--- src/hdl/edmwh_pkg.sv ---
// Purpose: shared constants and types for the external data memory
//          wait and bus hold controller.
// Assumes: 16-bit register port, 16-bit data addresses.
// Notes:   field layout is shared by the six-bank and two-bank variants.
package edmwh_pkg;

  // register port
  localparam int          EDMWH_ADDR_W  = 4;
  localparam int          EDMWH_DATA_W  = 16;
  localparam logic [3:0]  OFF_WAIT_CFG  = 4'h0;
  localparam logic [3:0]  OFF_STATUS    = 4'h1;

  // data_wait_config reset value and writable bits per variant
  localparam logic [15:0] WAIT_CFG_RST  = 16'hffff;
  localparam logic [15:0] MASK_SIX_BANK = 16'hfcfc;
  localparam logic [15:0] MASK_TWO_BANK = 16'hc0c0;

  // field positions: bank b of X at 2*b, bank b of Y at Y_BASE + 2*b
  localparam int          FIELD_W       = 2;
  localparam int          FIELD_Y_BASE  = 8;
  localparam logic [1:0]  TWO_BANK_SEL  = 2'h3;

  // bank number comes from the top address bits
  localparam int          BANK_MSB      = 15;
  localparam int          BANK_LSB      = 14;

  // wait cycles per field code
  localparam int          WAIT_CNT_W    = 3;
  localparam logic [2:0]  WAITS_CODE0   = 3'h0;
  localparam logic [2:0]  WAITS_CODE1   = 3'h1;
  localparam logic [2:0]  WAITS_CODE2   = 3'h3;
  localparam logic [2:0]  WAITS_CODE3   = 3'h7;

  // status register bit positions
  localparam int          STAT_GRANT    = 0;
  localparam int          STAT_BUSY     = 1;
  localparam int          STAT_BURST    = 2;
  localparam int          STAT_WAITPIN  = 3;
  localparam int          STAT_HOLDREQ  = 4;
  localparam int          STAT_PEND     = 5;

  typedef enum logic [1:0] {
    REGION_INT_ROM,
    REGION_INT_RAM,
    REGION_EXT,
    REGION_PERIPH
  } edmwh_region_t;

  // one access request of an instruction, X and Y side together
  typedef struct packed {
    logic          start;
    logic          burst;
    edmwh_region_t xRegion;
    edmwh_region_t yRegion;
    logic [15:0]   xAddr;
    logic [15:0]   yAddr;
  } edmwh_req_t;

  // register port request
  typedef struct packed {
    logic        wr;
    logic        rd;
    logic [3:0]  addr;
    logic [15:0] wrData;
  } edmwh_regbus_t;

  // per-access outcome
  typedef struct packed {
    logic done;
    logic refused;
  } edmwh_result_t;

endpackage

--- src/hdl/edmwh_ctrl.sv ---
// Purpose: wait state insertion, bus hold grant and X/Y access checking
//          for external data memory cycles.
// Assumes: ref_clk is the processor clock; wait and hold request pins are asynchronous.
// Notes:   one access request outstanding at a time.
//
// Implementation choices: strobed register access and the address map.
`timescale 1ns/100ps
module edmwh_ctrl
  import edmwh_pkg::*;
#(
  parameter bit SIX_BANK = 1'b1
) (
  // clock and reset
  input  wire logic                   ref_clk,
  input  wire logic                   rst_n,
  // register port
  input  wire edmwh_pkg::edmwh_regbus_t regBus,
  output logic [15:0]                 regRdData,
  // core access side
  input  wire edmwh_pkg::edmwh_req_t  req,
  output edmwh_pkg::edmwh_result_t    result,
  output logic                        busy,
  // external pins
  input  wire logic                   wait_n,
  input  wire logic                   hold_request_n,
  output logic                        bus_strobe_n,
  output logic                        hold_grant_n
);

  import edmwh_pkg::*;

  typedef enum logic [1:0] {
    ST_IDLE,
    ST_ACCESS,
    ST_HOLD
  } edmwh_fsm_t;

  typedef struct packed {
    edmwh_fsm_t                fsm;
    logic [15:0]               waitCfg;
    logic [WAIT_CNT_W-1:0]     waitCnt;
    logic                      burst;
    logic                      pendValid;
    edmwh_req_t                pendReq;
    logic                      curBurst;
    logic [15:0]               rdData;
    edmwh_result_t             result;
    logic                      strobeN;
    logic                      grantN;
    logic                      busy;
  } edmwh_state_t;

  edmwh_state_t state_q;
  edmwh_state_t state_d;

  logic waitSync;
  logic holdReqSync;

  // pin synchronisers; adds two cycles of latency to both pins
  edmwh_sync #(
    .W       (2),
    .RST_VAL (1'b1)
  ) u_pin_sync (
    .ref_clk (ref_clk),
    .rst_n   (rst_n),
    .asyncIn ({wait_n, hold_request_n}),
    .syncOut ({waitSync, holdReqSync})
  );

  // field code to wait cycle count
  function automatic logic [WAIT_CNT_W-1:0] codeToWaits(
    input logic [1:0] code
  );
    logic [WAIT_CNT_W-1:0] w;
    w = WAITS_CODE0;
    unique case (code)
      2'h0: w = WAITS_CODE0;
      2'h1: w = WAITS_CODE1;
      2'h2: w = WAITS_CODE2;
      2'h3: w = WAITS_CODE3;
    endcase
    return w;
  endfunction

  // programmed waits for one X or Y address
  function automatic logic [WAIT_CNT_W-1:0] bankWaits(
    input logic [15:0] cfg,
    input logic        isY,
    input logic [15:0] addr
  );
    logic [1:0] bank;
    int         lsb;
    bank = addr[BANK_MSB:BANK_LSB];
    // two-bank parts have one field per space
    if (!SIX_BANK) begin
      bank = TWO_BANK_SEL;
    end
    lsb = FIELD_W * int'(bank);
    if (isY) begin
      lsb = lsb + FIELD_Y_BASE;
    end
    return codeToWaits(cfg[lsb +: FIELD_W]);
  endfunction

  // may the two sides run in parallel
  function automatic logic pairAllowed(
    input edmwh_region_t xr,
    input edmwh_region_t yr
  );
    logic ok;
    ok = 1'b1;
    if (xr == REGION_INT_RAM || yr == REGION_INT_RAM) begin
      ok = 1'b1;
    end else if (xr == REGION_PERIPH && yr == REGION_PERIPH) begin
      ok = 1'b0;
    end else if (xr == REGION_PERIPH || yr == REGION_PERIPH) begin
      ok = 1'b1;
    end else begin
      // what is left is ROM or external on both sides
      ok = 1'b0;
    end
    return ok;
  endfunction

  // writable bits of the configuration register
  function automatic logic [15:0] cfgMask();
    return SIX_BANK ? MASK_SIX_BANK : MASK_TWO_BANK;
  endfunction

  edmwh_req_t  startReq;
  logic        startNow;
  logic        xExt;
  logic        yExt;
  logic [15:0] cfgNow;

  always_comb begin
    // a pending request goes first; a fresh one otherwise
    startNow = state_q.pendValid || req.start;
    startReq = state_q.pendValid ? state_q.pendReq : req;
    xExt     = startReq.xRegion == REGION_EXT;
    yExt     = startReq.yRegion == REGION_EXT;
  end

  always_comb begin
    state_d = state_q;
    cfgNow  = state_q.waitCfg;

    state_d.result  = '0;
    state_d.rdData  = '0;

    // register writes; reserved bits never store, so they read as zero
    if (regBus.wr && regBus.addr == OFF_WAIT_CFG) begin
      state_d.waitCfg = regBus.wrData & cfgMask();
      // the very next access already sees the new setting
      cfgNow          = state_d.waitCfg;
    end

    // register reads, answered in the following cycle
    if (regBus.rd) begin
      unique case (regBus.addr)
        OFF_WAIT_CFG: state_d.rdData = state_q.waitCfg;
        OFF_STATUS: begin
          state_d.rdData[STAT_GRANT]   = ~state_q.grantN;
          state_d.rdData[STAT_BUSY]    = state_q.busy;
          state_d.rdData[STAT_BURST]   = state_q.burst;
          state_d.rdData[STAT_WAITPIN] = ~waitSync;
          state_d.rdData[STAT_HOLDREQ] = ~holdReqSync;
          state_d.rdData[STAT_PEND]    = state_q.pendValid;
        end
        default: state_d.rdData = '0;
      endcase
    end

    unique case (state_q.fsm)
      ST_IDLE: begin
        if (startNow) begin
          state_d.pendValid = 1'b0;
          if (!pairAllowed(startReq.xRegion, startReq.yRegion)) begin
            // refused pairs run no bus cycle at all
            state_d.result.refused = 1'b1;
            state_d.strobeN        = 1'b1;
            state_d.burst          = 1'b0;
          end else if (xExt || yExt) begin
            // programmed waits of the addressed bank, pin not consulted
            state_d.waitCnt  = xExt
                             ? bankWaits(cfgNow, 1'b0, startReq.xAddr)
                             : bankWaits(cfgNow, 1'b1, startReq.yAddr);
            state_d.curBurst = startReq.burst;
            state_d.strobeN  = 1'b0;
            state_d.burst    = 1'b1;
            state_d.fsm      = ST_ACCESS;
          end else begin
            // internal only: one cycle, no external bus use
            state_d.result.done = 1'b1;
            state_d.strobeN     = 1'b1;
            state_d.burst       = 1'b0;
          end
        end else if (state_q.burst) begin
          // back-to-back run still open: bus kept, no grant yet
          state_d.strobeN = 1'b0;
        end else if (!holdReqSync) begin
          // hold request from the outside master
          state_d.grantN  = 1'b0;
          state_d.strobeN = 1'b1;
          state_d.fsm     = ST_HOLD;
        end
      end

      ST_ACCESS: begin
        if (req.start && !state_q.pendValid) begin
          state_d.pendValid = 1'b1;
          state_d.pendReq   = req;
        end
        if (state_q.waitCnt != '0) begin
          state_d.waitCnt = state_q.waitCnt - WAIT_CNT_W'(1);
        end else if (!waitSync) begin
          // final cycle sampled low: one more wait cycle
          state_d.waitCnt = '0;
        end else begin
          state_d.result.done = 1'b1;
          state_d.burst       = state_q.curBurst;
          // strobe stays low across a back-to-back run
          state_d.strobeN     = ~state_q.curBurst;
          state_d.fsm         = ST_IDLE;
        end
      end

      ST_HOLD: begin
        // accesses raised now wait for the bus to come back
        if (req.start && !state_q.pendValid) begin
          state_d.pendValid = 1'b1;
          state_d.pendReq   = req;
        end
        if (holdReqSync) begin
          // release seen: grant high first, own access next cycle
          state_d.grantN = 1'b1;
          state_d.fsm    = ST_IDLE;
        end else begin
          state_d.grantN = 1'b0;
        end
      end

      default: begin
        state_d.fsm     = ST_IDLE;
        state_d.grantN  = 1'b1;
        state_d.strobeN = 1'b1;
      end
    endcase

    // an open back-to-back run still owns the bus, so it counts as busy
    state_d.busy = (state_d.fsm != ST_IDLE) || state_d.pendValid
                || state_d.burst;
  end

  always_ff @(posedge ref_clk or negedge rst_n) begin
    if (!rst_n) begin
      state_q           <= '0;
      state_q.fsm       <= ST_IDLE;
      state_q.waitCfg   <= WAIT_CFG_RST & (SIX_BANK ? MASK_SIX_BANK
                                                    : MASK_TWO_BANK);
      state_q.strobeN   <= 1'b1;
      state_q.grantN    <= 1'b1;
    end else begin
      state_q <= state_d;
    end
  end

  // every output straight from the state register
  assign regRdData    = state_q.rdData;
  assign result       = state_q.result;
  assign busy         = state_q.busy;
  assign bus_strobe_n = state_q.strobeN;
  assign hold_grant_n = state_q.grantN;

endmodule

--- src/hdl/edmwh_sync.sv ---
// Purpose: two-flop synchroniser for the asynchronous input pins.
// Assumes: single destination clock.
// Notes:   first stage feeds only the second stage.
`timescale 1ns/100ps
module edmwh_sync #(
  parameter int         W       = 1,
  parameter logic [0:0] RST_VAL = 1'b1
) (
  // clock and reset
  input  wire logic         ref_clk,
  input  wire logic         rst_n,
  // pins in, synchronised out
  input  wire logic [W-1:0] asyncIn,
  output logic      [W-1:0] syncOut
);

  typedef struct packed {
    logic [W-1:0] stage1;
    logic [W-1:0] stage2;
  } edmwh_sync_state_t;

  edmwh_sync_state_t state_q;
  edmwh_sync_state_t state_d;

  always_comb begin
    state_d        = state_q;
    state_d.stage1 = asyncIn;
    state_d.stage2 = state_q.stage1;
  end

  always_ff @(posedge ref_clk or negedge rst_n) begin
    if (!rst_n) begin
      state_q <= {(2 * W){RST_VAL}};
    end else begin
      state_q <= state_d;
    end
  end

  assign syncOut = state_q.stage2;

endmodule

--- config.mk ---
export PLATFORM = sky130hd
export DESIGN_NAME = edmwh_ctrl
export DESIGN_NICKNAME = d
export VERILOG_FILES = /design/src/hdl/edmwh_pkg.sv /design/src/hdl/edmwh_ctrl.sv /design/src/hdl/edmwh_sync.sv
export SDC_FILE = /design/constraint.sdc
export NUM_CORES = 1
export LEC_CHECK = 0
export BUFFER_PORTS_ARGS = -buffer_cell sky130_fd_sc_hd__buf_4
export CORE_MARGIN = 5
export CORE_UTILIZATION = 40
export DETAILED_ROUTE_END_ITERATION = 8
export GPL_TIMING_DRIVEN = 0
export SKIP_CTS_REPAIR_TIMING = 1
export SLEW_MARGIN = 20
export SYNTH_ARGS = -nofsm -noshare
export SYNTH_HDL_FRONTEND = slang
export SYNTH_HIERARCHICAL = 1
export SYNTH_SLANG_ARGS = --single-unit
--- constraint.sdc ---
create_clock -name ref_clk -period 3 [get_ports ref_clk]
set_input_delay 0.3 -clock ref_clk [delete_from_list [all_inputs] [get_ports ref_clk]]
set_output_delay 0.3 -clock ref_clk [all_outputs]
set_load 0.02 [all_outputs]
==> results of run 1 <==
cell families (layout without fill, tap and decap cells):
family	count (synthesis)	in the layout	synth area share, %
adders and majority gates	4	4	1.65
AOI/OAI and AO/OA	50	50	12.2
DFF	58	58	48.5
buffers and inverters	34	102	6.96
muxes	43	43	16.5
and+or+nand+nor	76	76	14.2
cells in the final DEF (no fill, tap or decap), drive strengths merged, types with 2 or more instances in the layout:
master	Yosys	final
o211ai	2	2
mux2	24	24
nor2	12	12
clkbuf	6	17
a22oi	5	5
nand2b	2	2
mux2i	18	18
a211oi	2	2
nor3	2	2
buf	21	73
nor4	3	3
nor3b	3	3
nor2b	10	10
a21oi	6	6
dfstp	18	18
inv	7	7
nand3	2	2
o32ai	2	2
o21ai	13	13
and2	10	10
dfrtp	40	40
ha	4	4
o22a	2	2
nand3b	2	2
nand2	12	12
o31ai	2	2
and3	12	12
a31oi	2	2
o32a	3	3
o21a	3	3
clkinv	0	4
state kept, by name, summed over array words and instances, names as in the netlist:
signal,cells
state_q,33
result,2
bus_strobe_n,1
u_pin_sync/syncOut,2
regRdData,16
u_pin_sync/state_d,2
hold_grant_n,1
busy,1
worst min-delay path by stage:
stage | from | end | slack (ps) | depth (start not counted)
after CTS | rst_n | state_q[36] | 50 | 1
after floorplan | rst_n | busy | 4 | 0
final | rst_n | state_q[36] | 20 | 1
after global placement | u_pin_sync/state_d[0] | u_pin_sync/syncOut[0] | 350 | 0
after detailed placement | u_pin_sync/state_d[1] | u_pin_sync/syncOut[1] | 350 | 0
after global routing | wait_n | u_pin_sync/state_d[1] | 50 | 1
through the flow:
stage          std cells  hold slack, ps  util, %
5_1_grt              432            49.2     51.1
3_3_place_gp         416             346     48.5
4_1_cts              432            45.1     51.1
6_report             432            20.7     51.1
3_5_place_dp         416             348     48.5
2_1_floorplan        265            4.41        -
layout make-up:
| cell class | count | area (um2) |
|---|---|---|
| Fill cell | 655 | 3580 |
| Sequential cell | 58 | 1470 |
| Buffer | 27 | 185 |
| Tap cell | 99 | 124 |
| Multi-Input combinational cell | 173 | 1350 |
| Clock inverter | 5 | 53.8 |
| Inverter | 7 | 26.3 |
| Timing Repair Buffer | 52 | 390 |
| Clock buffer | 11 | 141 |
power groups by stage:
stage               clock, W  combinational [W]  sequential [W]
floorplan                  0           0.000749         0.00114
global placement           0            0.00101         0.00116
detailed placement         0            0.00102         0.00116
CTS                 0.000737            0.00103         0.00115
global route        0.000774            0.00113         0.00118
finish              0.000722            0.00102         0.00115
critical path, cell delays in order (launching register included):
cell	delay [ps]
dfstp_2	530
nor4b_1	380
nor2_1	140
o21ai_0	200
o21a_1	150
nor2_1	50
or4_1	560
routing by layer:
metal,routed length [um],vias up
met5,0,-
met2,3100,47
met3,240,8
met4,75,0
met1,3200,1050
li1,-,1072
==> impl_metrics.tcl, run 1 <==
set metrics [dict create \
    status "finished clean" \
    grt_pass1_vias 2271 \
    grt_overflow 0 \
    ys_top_cells_by_count "40 x dfrtp_1, 23 x mux2_2, 18 x buf_4, 18 x dfstp_2, 15 x mux2i_1" \
    gp_congestion 0.781 \
    post-place-ws_ps 809 \
    finalSetupViolCount 0 \
    hold_viol_final 0 \
    hp-class "input port to asynchronous set/reset pin" \
    r2r_setup_slack_ps 830 \
    routed_wl_mm 6.62 \
    finalNetCount 396 \
    synth_warnings 6 \
    io_pins 85 \
    worst_slew_pin_slew_ps 722 \
    fin_area_mm2 0.00375 \
    cts_tree "built" \
    layout_setup_ws_ps 829 \
    synth.area.top_cells "dfrtp_1 33%, dfstp_2 16%, mux2_2 8.5%" \
    dieWidth_um 97.2 \
    via_count 2177 \
    drtPass1Iterations 4 \
    ant_nets 0 \
    dpl_cell_area_mm2 0.00355 \
    clock_sinks 58 \
    portBuffers 52 \
    drt_iter0_drc 91 \
    setup.worst_path.start "u_pin_sync/syncOut[1]" \
    core_area_mm2 0.00733 \
    cellLeakagePower_nw 1.74 \
    yosys.area.top_type_share_pct 32.9 \
    drive_above_1_share_pct 41.1 \
    p_comb_share_pct 35.3 \
    final-max-slew-violation-count 0 \
    clkPwrFrac_pct 24.9 \
    drv_cap 0 \
    p_int_w 0.00191 \
    endpoint_kind "flop" \
    p_sw_w 0.000989 \
    chipHeight_um 97.2 \
    antenna_found_initial 0 \
    use_met1_pct 19.0 \
    start_util_pct 41.4 \
    drt-vias-per-instance 5.04 \
    dieArea_mm2 0.00944 \
    worstPathMaxFanout 3 \
    rsz0062_at_grt "false" \
    max_freq_mhz 461 \
    use_met3_pct 3.16 \
    cts_root_buf "clkbuf_8" \
    antenna_cells 0 \
    top_usage_layer "met2" \
    syn_area_per_cell_um2 11.5 \
    path_clk_slew_ps 70 \
    p_per_area_mw_per_mm2 773 \
    drc_errors 0 \
    setup.worst_path.end "busy" \
    synth_edf_count 0 \
    worstSetupPathType "flop to flop" \
    p_seq_share_pct 39.8 \
    worstPathArrival_ps 2360 \
    min_period_over_period_pct 72.4 \
    async_flop_share_pct 100 \
    worst_r2r_path_depth 6 \
    synthFlopType "dfrtp_1" \
    report.power.total_w 0.00290 \
    cts_buffer_depth 2 \
    htree_levels 3 \
    swShare_pct 34.1 \
    ys_seq_area_share_pct 48.5 \
    syn-cell-area_mm2 0.00304 \
    ir_drop_mv 0.377 \
    grt_pass1_wl_mm 11.1 \
    crit_required_ps 3190 \
    yosys.area.top_type "dfrtp_1" \
    clock_latency_ps 330 \
    track_usage_pct 14.6 \
    num_rows 31 \
    dp_hpwl_mm 4.83 \
    synth_cells 265 \
    slew_headroom_pct 51.9 \
    wire_per_inst_um 15.3 \
    synth.distinct_cells 54 \
    synthToLayoutAreaGrowth_pct 23.4 \
    r2r-start "u_pin_sync/syncOut[1]" \
    grt_max_degree 59 \
    finalSetupTns_ps 0 \
    yosysMostFrequentCell "dfrtp_1" \
    finalCriticalPeriod_ps 2170 \
    fin_skew_ps 5.13 \
    cts_made_buffers 9 \
    synth_nets 333 \
    worstReg2RegEnd "busy" \
    ys_ff_latch 58 \
    start_kind "flop" \
    met2_usage_pct 23.5 \
]
(Power assumes the default switching activity.)
==> run 2, diff against run 1 <==
--- a/config.mk
+++ b/config.mk
@@ -10,6 +10,7 @@
 export CORE_UTILIZATION = 40
 export DETAILED_ROUTE_END_ITERATION = 8
 export GPL_TIMING_DRIVEN = 0
+export PLACE_DENSITY = 0.66
 export SKIP_CTS_REPAIR_TIMING = 1
 export SLEW_MARGIN = 20
 export SYNTH_ARGS = -nofsm -noshare
==> constraint.sdc (replaced) <==
create_clock -name ref_clk -period 1.9 [get_ports ref_clk]
set_input_delay 0.19 -clock ref_clk [delete_from_list [all_inputs] [get_ports ref_clk]]
set_output_delay 0.19 -clock ref_clk [all_outputs]
set_load 0.02 [all_outputs]
==> impl_metrics.tcl, run 2 (synthesis results as in run 1) <==
set metrics [dict create \
    status "finished with violations" \
    violations "setup timing" \
    crit_required_ps 2100 \
    slew_headroom_pct 52.5 \
    routed_wl_mm 6.75 \
    finalNetCount 409 \
    start_util_pct 41.4 \
    finalCriticalPeriod_ps 2100 \
    fin_skew_ps 8.91 \
    grt_pass1_vias 2150 \
    track_usage_pct 14.0 \
    path_clk_slew_ps 70 \
    r2r-start "state_q[60]" \
    min_period_over_period_pct 111 \
    final_cell_mix "81 x buf_4, 40 x dfrtp_1, 23 x mux2_2" \
    wire_per_inst_um 15.2 \
    ir_drop_mv 0.728 \
    core_area_mm2 0.00733 \
    cts_tree "built" \
    drv_cap 0 \
    worstSetupPathType "flop to flop" \
    cellLeakagePower_nw 1.82 \
    antenna_cells 0 \
    cts_buffer_depth 2 \
    r2r_setup_slack_ps -200 \
    dp_hpwl_mm 4.76 \
    max_stage_delay_ps 380 \
    antenna_found_initial 0 \
    finalSetupViolCount 4 \
    hold_viol_final 0 \
    post-route-util_pct 53.8 \
    worstPathMaxFanout 7 \
    drive_above_1_share_pct 47.1 \
    top_register "state_q" \
    setup.worst_path.end "state_q[63]" \
    drc_errors 0 \
    grt_max_degree 59 \
    cts_made_buffers 9 \
    worstReg2RegEnd "state_q[63]" \
    dieArea_mm2 0.00944 \
    placed_cells 416 \
    start_kind "flop" \
    io_pins 85 \
    cts_root_buf "clkbuf_8" \
    drt-vias-per-instance 5.16 \
    drt_iter0_drc 119 \
    max_freq_mhz 476 \
    largest_register_ffs 33 \
    num_rows 31 \
    layout_setup_ws_ps -202 \
    mostFrequentLayoutCell "buf_4" \
    chipHeight_um 97.2 \
    rsz0062_at_grt "true" \
    p_per_area_mw_per_mm2 1210 \
    fin_area_mm2 0.00395 \
    fin_cells 445 \
    path_cells "buf_8 -> mux2i_4 -> mux2_4 -> a221o_1 -> o211ai_1 -> o221ai_1" \
    clock_latency_ps 340 \
    final-max-slew-violation-count 0 \
    synthToLayoutAreaGrowth_pct 29.9 \
    worstPathArrival_ps 2300 \
    worst_slew_pin_slew_ps 713 \
    grt_overflow 0 \
    setup.worst_path.start "state_q[60]" \
    clock_sinks 58 \
    dieWidth_um 97.2 \
    worst_r2r_path_depth 6 \
    drtPass1Iterations 4 \
    endpoint_kind "flop" \
    portBuffers 52 \
    grt_pass1_wl_mm 10.5 \
    dpl_cell_area_mm2 0.00356 \
    via_count 2297 \
    crit_path_top_delay_cell "mux2i_4" \
    htree_levels 3 \
    gp_congestion 0.830 \
    hp-class "input port to flop" \
    ant_nets 0 \
]
run 2: how the worst min path moves through the flow:
stage | depth (start not counted) | startpoint | slack [ps] | endpoint
floorplan | 0 | rst_n | -110 | busy
global placement | 1 | rst_n | 300 | state_q[36]
detailed placement | 1 | rst_n | 300 | state_q[36]
CTS | 1 | rst_n | -80 | regRdData[14]
global route | 2 | regBus[6] | 80 | state_q[71]
finish | 2 | regBus[15] | 90 | state_q[80]
run 2: report_power, final:
part / leakage, nW / internal [W] / switching, W
clock network: 0.0882 / 0.000506 / 0.000502
registers: 0.712 / 0.00158 / 0.000274
logic: 1.02 / 0.000995 / 0.000901
run 2: routing by layer:
metal / share of wire, % / GRT usage [%]
met3: 5.0 / 3.95
met4: 1.7 / 6.16
met1: 44 / 17.7
met5: 0 / 0
met2: 49 / 22.2
run 2: critical path: cells and delay by family (launching register included):
family / cells / cell delay (ps)
buffers and inverters: 1 / 150
flip-flops: 1 / 360
AO/OA/AOI/OAI: 3 / 730
multiplexers: 2 / 710
run 2: cell type report:
type	instances	area, um2
multi-input cells	173	1450
clock inverters	6	42.5
fillers	624	3380
inverters	7	26.3
repair buffers	65	495
well taps	99	124
flip-flops and latches	58	1470
plain buffers	27	198
clock buffers	10	138
run 2: per-stage QoR:
stage	hold slack [ps]	power (W)	setup TNS [ps]	setup WS, ps
4_1_cts	-78.0	0.00449	-2520	-242
3_5_place_dp	295	0.00346	-3170	-219
3_3_place_gp	298	0.00342	-2660	-203
6_report	88.5	0.00476	-662	-202
2_1_floorplan	-106	0.00299	-23.7	-14.2
5_1_grt	81.4	0.00504	-989	-283
==> run 3, diff against run 2 <==
--- a/config.mk
+++ b/config.mk
@@ -6,7 +6,7 @@
 export NUM_CORES = 1
 export LEC_CHECK = 0
 export BUFFER_PORTS_ARGS = -buffer_cell sky130_fd_sc_hd__buf_4
-export CORE_MARGIN = 5
+export CORE_MARGIN = 2
 export CORE_UTILIZATION = 40
 export DETAILED_ROUTE_END_ITERATION = 8
 export GPL_TIMING_DRIVEN = 0
==> impl_metrics.tcl, run 3 (synthesis results as in run 1) <==
set metrics [dict create \
    synthToLayoutAreaGrowth_pct 29.4 \
    crit_required_ps 2130 \
    largest_register_ffs 33 \
    mostFrequentLayoutCell "buf_4" \
    worstSetupPathType "flop to flop" \
    layout_setup_ws_ps -220 \
    worstPathArrival_ps 2350 \
    cts_made_buffers 9 \
    clkPwrFrac_pct 25.7 \
    cellLeakagePower_nw 1.82 \
    grt_pass1_wl_mm 11.1 \
    io_pins 85 \
    p_comb_share_pct 36.8 \
    finalSetupViolCount 4 \
    core_area_mm2 0.00729 \
    finalCriticalPeriod_ps 2120 \
    cts_buffer_depth 2 \
    cts_root_buf "clkbuf_8" \
    drt_iter0_drc 84 \
    max_stage_delay_ps 370 \
    routed_wl_mm 6.50 \
    post-route-util_pct 53.9 \
    drive_above_1_share_pct 45.5 \
    htree_levels 3 \
    chipHeight_um 91.2 \
    p_seq_share_pct 37.5 \
    status "finished with violations" \
    drv_cap 0 \
    hp-class "input port to flop" \
    via_count 2223 \
    hold_viol_final 0 \
    crit_path_top_delay_cell "dfrtp_1" \
    violations "setup timing" \
    top_register "state_q" \
    final-max-slew-violation-count 0 \
    dieArea_mm2 0.00831 \
    track_usage_pct 17.1 \
    ant_nets 0 \
    clock_latency_ps 340 \
    num_rows 31 \
    worst_slew_pin_slew_ps 723 \
    dieWidth_um 91.2 \
    r2r_setup_slack_ps -220 \
    antenna_found_initial 0 \
    drtPass1Iterations 4 \
    grt_pass1_vias 2269 \
    path_cells "buf_8 -> mux2i_4 -> mux2_4 -> a221o_1 -> o211ai_1 -> buf_4 -> o2bb2ai_1" \
    fillers 680 \
    start_kind "flop" \
    antenna_cells 0 \
    max_freq_mhz 472 \
    portBuffers 52 \
    report.power.total_w 0.00491 \
    endpoint_kind "flop" \
    p_sw_w 0.00162 \
    worstPathMaxFanout 9 \
    grt_overflow 0 \
    drc_errors 0 \
    clock_sinks 58 \
    p_per_area_mw_per_mm2 1250 \
    finalNetCount 406 \
    dp_hpwl_mm 4.66 \
    drt-vias-per-instance 5.03 \
    cts_tree "built" \
    rsz0062_at_grt "true" \
    fin_skew_ps 6.75 \
    ir_drop_mv 0.783 \
    start_util_pct 41.7 \
    final_cell_mix "76 x buf_4, 40 x dfrtp_1, 23 x mux2_2" \
    gp_congestion 0.813 \
    path_clk_slew_ps 60 \
    slew_headroom_pct 51.8 \
    min_period_over_period_pct 112 \
    wire_per_inst_um 14.7 \
    grt_max_degree 59 \
    p_int_w 0.00329 \
    swShare_pct 33.0 \
]
## run 3: final cells by class
type                            instances  area, um2  share of cell area (%)
Buffer                                 27        191                    4.87
Clock buffer                           11        141                    3.60
Clock inverter                          5       77.6                    1.97
Inverter                                7       26.3                   0.669
Multi-Input combinational cell        173       1410                    35.9
Sequential cell                        58       1470                    37.5
Tap cell                               99        124                    3.15
Timing Repair Buffer                   62        485                    12.4
## run 3: per-layer routing
metal  share of wire (%)  GRT usage, %  routed length (um)
met5                   0             0                   0
met4                 1.5          4.55                  98
met3                 5.3          6.22                 343
met2                  46          26.9                3010
met1                  47          22.4                3050
## run 3: path summary, 6_finish.rpt
kind                                    endpoint  cells after the start             startpoint
setup / recovery                     state_q[64]                      7            state_q[60]
hold / removal                       state_q[58]                      2                req[36]
setup reg to reg                     state_q[64]                      7            state_q[60]
hold reg to reg            u_pin_sync/syncOut[1]                      0  u_pin_sync/state_d[1]
max in group asynchronous                   busy                      2                  rst_n
min in group asynchronous            state_q[56]                      2                  rst_n
## run 3: per-stage QoR
step                      TNS [ps]  hold WS (ps)  cells  setup slack (ps)  cell area (um2)
after floorplan              -23.7          -106    265             -14.2             3040
after global placement       -2840           297    416              -216             3560
after global routing         -1160          71.0    442              -327             3930
final                         -766          83.2    442              -220             3930
after CTS                    -2990         -72.2    432              -312             3770
after detailed placement     -3560           299    416              -264             3560
## run 3: worst max-delay path, delay by kind of cell, from the launching register on
| kind | cells | cell delay [ps] |
|---|---|---|
| AO/OA/AOI/OAI | 3 | 640 |
| buffers and inverters | 2 | 320 |
| multiplexers | 2 | 680 |
| flip-flops | 1 | 370 |
## run 3: power groups by stage
stage / combinational, W / clock (W) / sequential (W)
after CTS: 0.00164 / 0.00129 / 0.00182
after floorplan: 0.00119 / 0 / 0.00180
after global placement: 0.00160 / 0 / 0.00183
after detailed placement: 0.00163 / 0 / 0.00184
after global routing: 0.00199 / 0.00135 / 0.00189
final: 0.00181 / 0.00126 / 0.00184
